**src/common/bpw_defs.vh**
```
/*
 Constants of the bridge PWM waveform block: register byte offsets,
 control field positions, mode codes and reset values.
 Assumes it is included once per compile unit by its bare name.
*/
`ifndef BPW_DEFS_VH
`define BPW_DEFS_VH

// Register byte offsets
`define BPW_OFS_CTRL     5'h00
`define BPW_OFS_DBR      5'h04
`define BPW_OFS_DBF      5'h08
`define BPW_OFS_SRCEN    5'h0C
`define BPW_OFS_STATUS   5'h10
`define BPW_OFS_STEER    5'h14
`define BPW_OFS_STEERACT 5'h18

// Control register fields
`define BPW_CTRL_EN      7
`define BPW_CTRL_LOAD    6
`define BPW_CTRL_DBRE    5
`define BPW_CTRL_DBFE    4
`define BPW_CTRL_MODE_HI 3
`define BPW_CTRL_MODE_LO 0

// Mode codes
`define BPW_MODE_PP      4'h2
`define BPW_MODE_CPP     4'h3
`define BPW_MODE_FBPP    4'h4
`define BPW_MODE_FBCPP   4'h5
`define BPW_MODE_SKIP    4'h6
`define BPW_MODE_CSKIP   4'h7
`define BPW_MODE_FWD     4'h8
`define BPW_MODE_REV     4'h9

// Output mask bits {F,E,D,C,B,A}
`define BPW_MASK_A       6'h01
`define BPW_MASK_B       6'h02
`define BPW_MASK_C       6'h04
`define BPW_MASK_D       6'h08
`define BPW_MASK_E       6'h10
`define BPW_MASK_F       6'h20

// Reset values
`define BPW_RST_BYTE     8'h00
`define BPW_RST_SRCEN    4'h0

`endif

```
**src/hw/bpw_bridge_pwm.v**
```verilog
/*
 Waveform generator for the alternating bridge modes, pulse-skipping
 modes and the compatible full-bridge mode, with an Avalon-MM slave.
 Assumes period, rise and fall events are one-cycle pulses synchronous
 to clk from an external time base; qualifying sources are synchronous.
*/
// Added by the designer: register access over Avalon-MM and the register offsets.
`timescale 1ns/1ps
`include "bpw_defs.vh"

module bpw_bridge_pwm (
    input  wire        clk,
    input  wire        rst_b,
    // Avalon-MM slave
    input  wire [4:0]  address,
    input  wire        read,
    input  wire        write,
    input  wire [31:0] writedata,
    input  wire [3:0]  byteenable,
    output wire [31:0] readdata,
    output wire        waitrequest,
    // Time base events
    input  wire        periodEvt,
    input  wire        riseEvt,
    input  wire        fallEvt,
    input  wire [3:0]  riseSrc,
    // Gate drive outputs
    output wire        out_a,
    output wire        out_b,
    output wire        out_c,
    output wire        out_d,
    output wire        out_e,
    output wire        out_f
);

    // Primary set for a mode and period parity
    function [5:0] primMask;
        input [3:0] mode;
        input       odd;
        begin
            case (mode)
                `BPW_MODE_PP,
                `BPW_MODE_CPP:   primMask = odd ? `BPW_MASK_A : `BPW_MASK_B;
                `BPW_MODE_FBPP,
                `BPW_MODE_FBCPP: primMask = odd ? (`BPW_MASK_A | `BPW_MASK_C)
                                                : (`BPW_MASK_B | `BPW_MASK_D);
                `BPW_MODE_SKIP,
                `BPW_MODE_CSKIP: primMask = `BPW_MASK_A;
                // Bridge and unknown modes drive nothing here
                default:         primMask = 6'h00;
            endcase
        end
    endfunction

    // Complementary set for a mode and period parity
    function [5:0] compMask;
        input [3:0] mode;
        input       odd;
        begin
            case (mode)
                `BPW_MODE_CPP,
                `BPW_MODE_FBCPP: compMask = odd ? `BPW_MASK_E : `BPW_MASK_F;
                `BPW_MODE_CSKIP: compMask = `BPW_MASK_B;
                // Single-set modes have no second set
                default:         compMask = 6'h00;
            endcase
        end
    endfunction

    // Non-bridge modes that honour the dead-band enables
    // Modes 2, 4 and 6 ignore the enables by choice
    function dbMode;
        input [3:0] mode;
        begin
            dbMode = (mode == `BPW_MODE_CPP) || (mode == `BPW_MODE_FBCPP) ||
                     (mode == `BPW_MODE_CSKIP);
        end
    endfunction

    // Bus slave state
    reg         waitReqQ;      // High except in the answer cycle
    reg  [31:0] rdDataQ;       // Read data, valid with waitrequest low

    // Software registers
    reg  [7:0]  ctrlQ;         // Enable, dead-band enables, mode
    reg  [7:0]  dbrBufQ;       // Rising dead-band buffer
    reg  [7:0]  dbfBufQ;       // Falling dead-band buffer
    reg  [3:0]  srcEnBufQ;     // Qualifying source enable buffer
    reg  [7:0]  steerBufQ;     // Steering buffer
    reg  [7:0]  dbrActQ;       // Active rising dead-band count
    reg  [7:0]  dbfActQ;       // Active falling dead-band count
    reg  [3:0]  srcEnActQ;     // Active qualifying source enables
    reg  [7:0]  steerActQ;     // Active steering copy

    // Waveform state
    reg  [5:0]  outQ, outD;    // Output levels {F,E,D,C,B,A}
    reg  [5:0]  pendQ, pendD;  // Outputs waiting for dead band
    reg  [7:0]  cntQ, cntD;    // Shared dead-band counter
    reg         parQ, parD;    // Period parity, 1 = odd
    reg         seenQ, seenD;  // A period event seen since enable
    reg         qualQ, qualD;  // Current period qualified
    reg         pwmQ, pwmD;    // Modulated level in bridge mode
    reg         dirQ, dirD;    // Bridge direction, 1 = reverse
    reg         trQ, trD;      // Bridge direction change running
    reg  [3:0]  modeQ;         // Mode seen last cycle

    // Decoded control
    wire [3:0]  mode     = ctrlQ[`BPW_CTRL_MODE_HI:`BPW_CTRL_MODE_LO];
    wire        enable   = ctrlQ[`BPW_CTRL_EN];
    wire        dbRiseOn = ctrlQ[`BPW_CTRL_DBRE];
    wire        dbFallOn = ctrlQ[`BPW_CTRL_DBFE];
    wire        isBridge = (mode == `BPW_MODE_FWD) || (mode == `BPW_MODE_REV);
    wire        wasBridge = (modeQ == `BPW_MODE_FWD) || (modeQ == `BPW_MODE_REV);
    wire        isSkip   = (mode == `BPW_MODE_SKIP) || (mode == `BPW_MODE_CSKIP);
    wire        wantRev  = (mode == `BPW_MODE_REV);

    // Bus access decode
    wire        wrStrobe = write && !waitReqQ && byteenable[0];
    wire        wrCtrl   = wrStrobe && (address == `BPW_OFS_CTRL);

    // Combinational event helpers
    reg         oddNow;        // Parity in force this cycle
    reg         seenNow;       // Event seen, including this cycle
    reg         qualNow;       // Qualification in force this cycle
    reg  [5:0]  pm;            // Primary set for this event
    reg  [5:0]  cm;            // Complementary set for this event

    // Next-state of the waveform engine
    always @* begin
        outD    = outQ;
        pendD   = pendQ;
        cntD    = cntQ;
        parD    = parQ;
        seenD   = seenQ;
        qualD   = qualQ;
        pwmD    = pwmQ;
        dirD    = dirQ;
        trD     = trQ;
        oddNow  = parQ;
        seenNow = seenQ;
        qualNow = qualQ;
        pm      = 6'h00;
        cm      = 6'h00;
        // Defaults above keep every path assigned
        if (!enable) begin
            // Idle: everything inactive, parity restarts
            outD  = 6'h00;
            pendD = 6'h00;
            cntD  = 8'h00;
            parD  = 1'b0;
            seenD = 1'b0;
            qualD = 1'b0;
            pwmD  = 1'b0;
            dirD  = wantRev;
            trD   = 1'b0;
        end else if (mode != modeQ && !(isBridge && wasBridge)) begin
            // Mode switch: restart cleanly rather than glitch a gate
            outD  = 6'h00;
            pendD = 6'h00;
            cntD  = 8'h00;
            pwmD  = 1'b0;
            dirD  = wantRev;
            trD   = 1'b0;
        end else begin
            // Period event flips parity; first one marks odd
            if (periodEvt) begin
                parD  = ~parQ;
                seenD = 1'b1;
                // Qualification latched at the period edge only
                qualD = |(riseSrc & srcEnActQ);
            end
            oddNow  = parD;
            seenNow = seenD;
            qualNow = qualD;
            if (isBridge) begin
                // Modulated level follows single-phase events
                if (riseEvt && seenNow) begin
                    pwmD = 1'b1;
                end
                if (fallEvt && seenNow) begin
                    pwmD = 1'b0;
                end
                // Both legs of one side must never overlap
                if (trQ) begin
                    // Counting out the direction change
                    if (cntQ <= 8'h01) begin
                        trD  = 1'b0;
                        dirD = wantRev;
                        cntD = 8'h00;
                    end else begin
                        cntD = cntQ - 8'h01;
                    end
                end else if (wantRev != dirQ) begin
                    // Direction request: pick the counter by direction
                    if (wantRev) begin
                        cntD = dbFallOn ? dbfActQ : 8'h00;
                    end else begin
                        cntD = dbRiseOn ? dbrActQ : 8'h00;
                    end
                    if (cntD == 8'h00) begin
                        // Zero count or dead band off: switch at once
                        dirD = wantRev;
                    end else begin
                        // Hold outputs dark for the loaded count
                        trD = 1'b1;
                    end
                end
                // Only A-D driven; all off during the change
                if (trD || !seenNow) begin
                    outD = 6'h00;
                end else if (dirD) begin
                    // Reverse: B modulated, C held on
                    outD = {4'h0, pwmD, 1'b0} | `BPW_MASK_C;
                end else begin
                    // Forward: A modulated, D held on
                    outD = {5'h00, pwmD} | `BPW_MASK_D;
                end
            end else begin
                // Dead band running: assert the waiting set on expiry
                if (pendQ != 6'h00) begin
                    // A count of N asserts at the Nth edge after the event
                    if (cntQ <= 8'h01) begin
                        outD  = outQ | pendQ;
                        pendD = 6'h00;
                        cntD  = 8'h00;
                    end else begin
                        // Still counting
                        cntD = cntQ - 8'h01;
                    end
                end
                pm = primMask(mode, oddNow);
                cm = compMask(mode, oddNow);
                // Rising: complement off, wait, primary on
                if (riseEvt && seenNow && (!isSkip || qualNow)) begin
                    outD = outD & ~cm;
                    if (dbMode(mode) && dbRiseOn && dbrActQ != 8'h00) begin
                        // Primary waits out the rising count
                        pendD = pm;
                        cntD  = dbrActQ;
                    end else begin
                        // No dead band: primary on at this edge
                        outD  = outD | pm;
                        pendD = 6'h00;
                    end
                end
                // Falling: primary off, wait, complement on
                if (fallEvt && seenNow) begin
                    outD = outD & ~pm;
                    if (dbMode(mode) && dbFallOn && dbfActQ != 8'h00) begin
                        // Complement waits out the falling count
                        pendD = cm;
                        cntD  = dbfActQ;
                    end else begin
                        // No dead band: complement on at this edge
                        outD  = outD | cm;
                        pendD = 6'h00;
                    end
                end
            end
        end
    end

    // Waveform state registers
    always @(posedge clk) begin
        if (!rst_b) begin
            // Synchronous reset: every gate quiet
            outQ  <= 6'h00;
            pendQ <= 6'h00;
            cntQ  <= 8'h00;
            parQ  <= 1'b0;
            seenQ <= 1'b0;
            qualQ <= 1'b0;
            pwmQ  <= 1'b0;
            dirQ  <= 1'b0;
            trQ   <= 1'b0;
            modeQ <= 4'h0;
        end else begin
            outQ  <= outD;
            pendQ <= pendD;
            cntQ  <= cntD;
            parQ  <= parD;
            seenQ <= seenD;
            qualQ <= qualD;
            pwmQ  <= pwmD;
            dirQ  <= dirD;
            trQ   <= trD;
            // Mode tracked even while disabled
            modeQ <= mode;
        end
    end

    // Register writes; buffers go live only on a load write
    always @(posedge clk) begin
        if (!rst_b) begin
            ctrlQ     <= `BPW_RST_BYTE;
            dbrBufQ   <= `BPW_RST_BYTE;
            dbfBufQ   <= `BPW_RST_BYTE;
            srcEnBufQ <= `BPW_RST_SRCEN;
            steerBufQ <= `BPW_RST_BYTE;
            dbrActQ   <= `BPW_RST_BYTE;
            dbfActQ   <= `BPW_RST_BYTE;
            srcEnActQ <= `BPW_RST_SRCEN;
            steerActQ <= `BPW_RST_BYTE;
        end else begin
            if (wrCtrl) begin
                // Load bit is a strobe and never stored
                ctrlQ <= writedata[7:0] & ~(8'h01 << `BPW_CTRL_LOAD);
                if (writedata[`BPW_CTRL_LOAD]) begin
                    dbrActQ   <= dbrBufQ;
                    dbfActQ   <= dbfBufQ;
                    srcEnActQ <= srcEnBufQ;
                    steerActQ <= steerBufQ;
                end
            end
            // Rising dead-band buffer
            if (wrStrobe && address == `BPW_OFS_DBR) begin
                dbrBufQ <= writedata[7:0];
            end
            // Falling dead-band buffer
            if (wrStrobe && address == `BPW_OFS_DBF) begin
                dbfBufQ <= writedata[7:0];
            end
            // Source enables; software picks the sources
            if (wrStrobe && address == `BPW_OFS_SRCEN) begin
                srcEnBufQ <= writedata[3:0];
            end
            // Steering is only stored; no mode here uses it
            if (wrStrobe && address == `BPW_OFS_STEER) begin
                steerBufQ <= writedata[7:0];
            end
        end
    end

    // Read mux; unmapped offsets read zero
    reg [31:0] rdMux;
    always @* begin
        rdMux = 32'h00000000;
        case (address)
            `BPW_OFS_CTRL:     rdMux = {24'h000000, ctrlQ};
            `BPW_OFS_DBR:      rdMux = {24'h000000, dbrBufQ};
            `BPW_OFS_DBF:      rdMux = {24'h000000, dbfBufQ};
            `BPW_OFS_SRCEN:    rdMux = {28'h0000000, srcEnBufQ};
            // Status packs live engine state for software
            `BPW_OFS_STATUS:   rdMux = {18'h00000, outQ, 3'h0, trQ, dirQ,
                                        qualQ, seenQ, parQ};
            `BPW_OFS_STEER:    rdMux = {24'h000000, steerBufQ};
            `BPW_OFS_STEERACT: rdMux = {24'h000000, steerActQ};
            default:           rdMux = 32'h00000000;
        endcase
    end

    // Fixed one-wait-state handshake: cheap and easy to verify
    always @(posedge clk) begin
        if (!rst_b) begin
            waitReqQ <= 1'b1;
            rdDataQ  <= 32'h00000000;
        end else if (waitReqQ && (read || write)) begin
            // Take the request; read data captured now
            waitReqQ <= 1'b0;
            rdDataQ  <= rdMux;
        end else begin
            // Answer lasts one cycle only
            waitReqQ <= 1'b1;
        end
    end

    // Ports straight from flops
    assign waitrequest = waitReqQ;
    assign readdata    = rdDataQ;
    // Outputs {F,E,D,C,B,A} map bit for bit
    assign out_a       = outQ[0];
    assign out_b       = outQ[1];
    assign out_c       = outQ[2];
    assign out_d       = outQ[3];
    assign out_e       = outQ[4];
    assign out_f       = outQ[5];

endmodule

```
**config.mk**
```make
export PLATFORM = sky130hd
export DESIGN_NAME = bpw_bridge_pwm
export DESIGN_NICKNAME = d
export VERILOG_FILES = /design/src/hw/bpw_bridge_pwm.v
export VERILOG_INCLUDE_DIRS = /design/src /design/src/common
export SDC_FILE = /design/constraint.sdc
export NUM_CORES = 1
export LEC_CHECK = 0
export ABC_AREA = 0
export BUFFER_PORTS_ARGS = -buffer_cell sky130_fd_sc_hd__buf_2
export CAP_MARGIN = 15
export CORE_ASPECT_RATIO = 0.5
export CORE_MARGIN = 1.5
export CORE_UTILIZATION = 60
export CTS_BUF_LIST = sky130_fd_sc_hd__clkbuf_4
export CTS_CLUSTER_DIAMETER = 150
export DETAILED_ROUTE_END_ITERATION = 16
export GPL_TIMING_DRIVEN = 0
export PLACE_DENSITY = 0.91
export RECOVER_POWER = 25
export SYNTH_ARGS = -nofsm -noshare
export SYNTH_HDL_FRONTEND = slang
export SYNTH_SLANG_ARGS = --single-unit
```
**constraint.sdc**
```tcl
create_clock -name clk -period 3.75 [get_ports clk]
set_input_delay 0.75 -clock clk [delete_from_list [all_inputs] [get_ports clk]]
set_output_delay 0.75 -clock clk [all_outputs]
set_load 0.005 [all_outputs]
```
==> reports/qor.txt, run 1 <==
status: complete, no violations
crit path kind: flip-flop to flip-flop
CTS clk-pin slew, worst paths: 180 ps
CP arrival: 2880 ps
Syn. warnings: 0
predominant post-synthesis flop cell: dfxtp_1
GP Congestion: 1.006
worst-margin pin slew: 1098 ps
Rel. slew slack: 0.2622
post-route DRC violation count: 0
register area: 0.002162 mm^2
Die X: 144.4 um
r2r worst-path depth: 8
Post-Place Cells: 924
Clock Sinks: 108
R2R Path End: cntQ[3]
Tot GR Track Use: 0.3336
H-tree depth: 3
total power draw: 2011 uW
post-CTS sizing: 0
pwr dens: 304.1 mW/mm^2
reg2reg setup slack: 1280 ps
number of setup buffers added after CTS: 0
P_sw: 524.2 uW
largest net degree at the start of global routing: 21
Finish-stage setup viols: 0
Reg power frac: 0.573
initial antenna violation count: 0
achievable frequency: 405.5 MHz
CTS Buffer Depth: 2
Synth Register Bits: 108
max_cap viols: 0
internal power: 1486 uW
IO buf count: 42
crit path max fanout: 10
Area Overhead vs Synth: 10.22%
per-cell routed wire length: 18.19 um
diodes inserted: 0
Post-synth ARST share: 0
clock power share: 0.365
Routed Antenna Nets: 0
post-synthesis cell type count: 77
I/O pins: 91
worst skew pair latency: 500 ps
startpoint types: flip-flop
Placement Rows: 25
Gate power share: 0.062
Leak: 0.002403 uW
Final Hold Violating Endpoints: 0
min Tclk post-route: 2466 ps
CTS tree: built
VDD IR max: 0.2236 mV
DRT iter0 DRCs: 799
hpwl dp: 12820 um
Min-Delay Path Class: primary input to flip-flop
Post-CTS Hold Buffers: 0
worst hold path depth: 2
die area: 0.01064 mm^2
Layout Nets: 854
Tcrit/Tclk final: 0.6576
WL final: 17100 um
Hold Path Sink: waitrequest
Seq/Total Area, Yosys: 0.3604
syn_area_per_cell: 8.218 um^2
CP Capture Type: flip-flop
HP Start: read
Clock Skew: 19.16 ps
core region area: 0.009572 mm^2
CP Data Required Time: 4160 ps
number of flops mapped to enable cells by yosys: 0
Post-Syn Area: 0.006000 mm^2
RSZ-0062 raised after global routing: false
vias in the first global route: 5093
gr ovfl total: 0
Initial Util: 0.6268
Post-DP Area: 0.006442 mm^2
Synth Instances: 730
Finished Layout Cells: 940
number of vias per cell: 6.181
final instance area: 0.006613 mm^2
Root Driver: clkbuf_4
Vias: 5810
Final TNS setup: 0 ps
# fillers: 821
Min Hold Slack: 425.8 ps
die height: 73.71 um
first-pass GRT wire length: 27010 um
share of layout cells above drive strength 1: 0.1404
drt pass-1 iters: 5
Multi-input gate area: 0.003491 mm^2
FF-to-FF Start: cntQ[0]
fin. max-slew vios: 0
Num CTS Buffers: 9
Sw Share: 0.2607
==> per-stage QoR <==
| step | utilization | setup WS, ps |
|---|---|---|
| after CTS | 0.6922 | 1353 |
| after global placement | 0.6731 | 1011 |
| after detailed placement | 0.6731 | 954.8 |
| final | 0.6909 | 1284 |
| after floorplan | - | 1444 |
| after global routing | 0.6909 | 1131 |
==> cell usage after synthesis, drive strengths merged (12+ instances only) <==
library cell	n	area, um^2
a21boi	44	330.3
nor3	16	95.09
dfxtp	108	2162
a22oi	14	105.1
o21ai	29	167.7
mux2i	34	340.3
buf	35	244.0
a21oi	30	150.1
nand2	128	480.5
nand3	28	140.1
clkbuf	35	151.4
and2	12	75.07
nor2b	34	212.7
nor2	34	130.1
==> cell type report <==
cell class,count,area share
Clock inverter,7,0.01741
Multi-Input combinational cell,565,0.5279
Tap cell,135,0.02554
Inverter,4,0.002271
Sequential cell,108,0.3270
Clock buffer,9,0.01022
Timing Repair Buffer,42,0.02990
Buffer,70,0.05979
==> power groups by stage <==
| stage | logic [uW] | clock network, uW | registers [uW] |
|---|---|---|---|
| detailed placement | 120 | 0 | 1180 |
| global placement | 119 | 0 | 1180 |
| global route | 135 | 770 | 1150 |
| CTS | 121 | 731 | 1150 |
| floorplan | 78.8 | 0 | 1180 |
| finish | 125 | 733 | 1150 |
==> worst max path at each step <==
stage	start	end	depth (start not counted)
global route	cntQ[0]	cntQ[3]	8
detailed placement	address[3]	dbfActQ[0]	7
global placement	address[3]	srcEnActQ[2]	7
CTS	ctrlQ[2]	outQ[1]	7
floorplan	address[3]	dbfActQ[0]	7
finish	cntQ[0]	cntQ[3]	8
==> state kept, by name (all words and copies together), names as in the netlist, 6 cells and up <==
signal and flops:
cntQ 8, ctrlQ 7, dbfActQ 8, dbfBufQ 8
dbrActQ 8, dbrBufQ 8, outQ 6, pendQ 6
readdata 14, steerActQ 8, steerBufQ 8
==> logic make-up after synthesis <==
logic type	Yosys count	share of synthesized area
simple gates	301	0.2523
compound gates	195	0.2313
flops	108	0.3604
buf+inv	74	0.06840
mux	39	0.06799
xor+xnor	9	0.01314
fa+ha+maj	3	0.005839
other cells	1	0.0006251
==> cells in the final DEF (no fill, tap or decap), types with 10 or more instances in the layout <==
cell | netlist | layout
nand2_1 | 128 | 128
dfxtp_1 | 108 | 108
a21boi_0 | 44 | 44
clkbuf_1 | 33 | 43
buf_2 | 9 | 41
nor2b_1 | 34 | 34
mux2i_1 | 34 | 34
nor2_1 | 33 | 33
a21oi_1 | 30 | 30
nand3_1 | 28 | 28
o21ai_0 | 24 | 25
buf_4 | 23 | 23
conb_1 | 1 | 18
a22oi_1 | 14 | 14
nor3_1 | 13 | 13
o211ai_1 | 10 | 10
==> worst max-delay path, cell delays in order, from the launching register on <==
cell and delay [ps]:
dfxtp_1 510, inv_1 80, ha_1 190, clkbuf_1 230, o211ai_2 460, nand2_1 200
o31ai_1 240, mux2i_1 120, a2111oi_2 360
==> routing by layer <==
layer / wire [um] / global-route usage / part of all wire
met1: 7595 / 0.4689 / 0.44
met2: 7481 / 0.5306 / 0.44
met3: 1780 / 0.06649 / 0.10
met4: 246 / 0.07744 / 0.014
met5: 0 / 0 / 0
(Power assumes the default switching activity.)
==> run 2, diff against run 1 <==
Settings changed: CORE_UTILIZATION 60 to 54, PLACE_DENSITY 0.91 to 0.87.
Clock period 3.75 ns to 2.1 ns, I/O delays scaled along.
==> run 2 against run 1 <==
- non-clock buffer count rose by 6
- register-to-register slack got worse by 1200 ps
- largest power group unchanged
- total power rose by 64%
==> reports/qor.txt, run 2 (same netlist as run 1, synthesis figures left out) <==
status: complete, no violations (unchanged)
largest net degree at the start of global routing: 19 (was 21)
Tcrit/Tclk final: 0.9776 (was 0.6576)
VDD IR max: 0.2675 mV (was 0.2236 mV)
diodes inserted: 0 (unchanged)
fin. max-slew vios: 0 (unchanged)
die area: 0.01179 mm^2 (was 0.01064 mm^2)
H-tree depth: 3 (unchanged)
Die X: 152.1 um (was 144.4 um)
Clock Sinks: 108 (unchanged)
die height: 77.54 um (was 73.71 um)
CP Data Required Time: 2520 ps (was 4160 ps)
vias in the first global route: 5186 (was 5093)
Layout Nets: 860 (was 854)
Rel. slew slack: 0.3852 (was 0.2622)
Clock Skew: 16.42 ps (was 19.16 ps)
leading cell type in the layout, fill and taps excluded: nand2_1 (unchanged)
post-route DRC violation count: 0 (unchanged)
Placement Rows: 26 (was 25)
GP Congestion: 1.008 (was 1.006)
Num CTS Buffers: 9 (unchanged)
hpwl dp: 12730 um (was 12820 um)
min Tclk post-route: 2053 ps (was 2466 ps)
CP arrival: 2470 ps (was 2880 ps)
max_cap viols: 0 (unchanged)
worst-margin pin slew: 915.1 ps (was 1098 ps)
CP Capture Type: flip-flop (unchanged)
IO buf count: 42 (unchanged)
startpoint types: flip-flop (unchanged)
Final Hold Violating Endpoints: 0 (unchanged)
initial antenna violation count: 0 (unchanged)
Leak: 0.002486 uW (was 0.002403 uW)
Finish-stage setup viols: 0 (unchanged)
achievable frequency: 487.1 MHz (was 405.5 MHz)
worst skew pair latency: 480 ps (was 500 ps)
Post-DP Area: 0.006449 mm^2 (was 0.006442 mm^2)
Area Overhead vs Synth: 13.01% (was 10.22%)
final instance area: 0.006780 mm^2 (was 0.006613 mm^2)
core region area: 0.01051 mm^2 (was 0.009572 mm^2)
CTS tree: built (unchanged)
Largest register FFs: 14 (unchanged)
crit path max fanout: 10 (unchanged)
first-pass GRT wire length: 27430 um (was 27010 um)
number of vias per cell: 6.181 (about the same)
# fillers: 893 (was 821)
Initial Util: 0.5710 (was 0.6268)
share of layout cells above drive strength 1: 0.1827 (was 0.1404)
Tot GR Track Use: 0.2911 (was 0.3336)
WL final: 17400 um (was 17100 um)
crit path kind: flip-flop to flip-flop (unchanged)
most frequent cells in the layout: nand2_1 (128), dfxtp_1 (100), a21boi_0 (44), buf_2 (39) (was nand2_1 (128), dfxtp_1 (108), a21boi_0 (44), clkbuf_1 (43), buf_2 (41))
Root Driver: clkbuf_4 (unchanged)
gr ovfl total: 0 (unchanged)
CTS Buffer Depth: 2 (unchanged)
Routed Antenna Nets: 0 (unchanged)
Min Hold Slack: 137.8 ps (was 425.8 ps)
Vias: 5872 (was 5810)
CTS clk-pin slew, worst paths: 180 ps (about the same)
Min-Delay Path Class: primary input to flip-flop (unchanged)
I/O pins: 91 (unchanged)
total power draw: 3288 uW (was 2011 uW)
drt pass-1 iters: 5 (unchanged)
per-cell routed wire length: 18.31 um (was 18.19 um)
DRT iter0 DRCs: 630 (was 799)
pwr dens: 485.0 mW/mm^2 (was 304.1 mW/mm^2)
==> run 2: critical path: stages (launching register included) <==
cell	delay [ps]
dfxtp_2	370
buf_4	190
xor2_1	190
nor4_4	350
o21ba_2	260
nand4_1	150
or3_4	360
o21ai_1	120
==> run 2: what timing repair did <==
| action | in CTS | in global routing |
|---|---|---|
| endpoints found under the setup margin | 23 | 24 |
| setup buffers | 4 | 7 |
| hold buffers | 0 | 0 |
| gates resized for setup | 15 | 28 |
| pin swaps | 3 | 13 |
==> run 2: path summary, 6_finish.rpt <==
kind,start,end,slack [ps],cells past startpoint
worst max-delay path,ctrlQ[1],outQ[0],50,7
worst min-delay path,read,waitrequest,140,2
worst max register to register,ctrlQ[1],outQ[0],50,7
worst min register to register,steerActQ[6],steerActQ[6],480,2
==> run 2: layout make-up <==
cell class,count,area [um^2],share of cell area
flip-flops and latches,108,2177,0.3211
inverters,4,15.01,0.002214
clock buffers,9,67.56,0.009965
well taps,140,175.2,0.02584
clock inverters,6,46.29,0.006828
plain buffers,65,389.1,0.05739
repair buffers,53,295.3,0.04355
multi-input cells,565,3615,0.5331
==> run 2: through the flow <==
step,setup slack (ps),utilization,setup TNS [ps],instances
after floorplan,121.9,-,0,747
after global placement,-363.5,0.6137,-14980,929
after detailed placement,-398.2,0.6137,-16690,929
after CTS,0.6710,0.6336,0,947
after global routing,-20.07,0.6453,-25.25,950
final,47.11,0.6453,0,950
==> run 2: routing by layer <==
metal | global-route usage | share of wire | up-vias
met1 | 0.4079 | 0.44 | 2721
met5 | 0 | 0 | -
met4 | 0.07476 | 0.017 | 0
met3 | 0.06313 | 0.11 | 44
li1 | - | - | 2744
met2 | 0.4552 | 0.43 | 363
==> run 2: power by group <==
part,internal (uW),leakage [uW],switching [uW]
Sequential,2050,0.000874,2.96
Combinational,88.3,0.00155,138
Clock,252,0.0000661,756
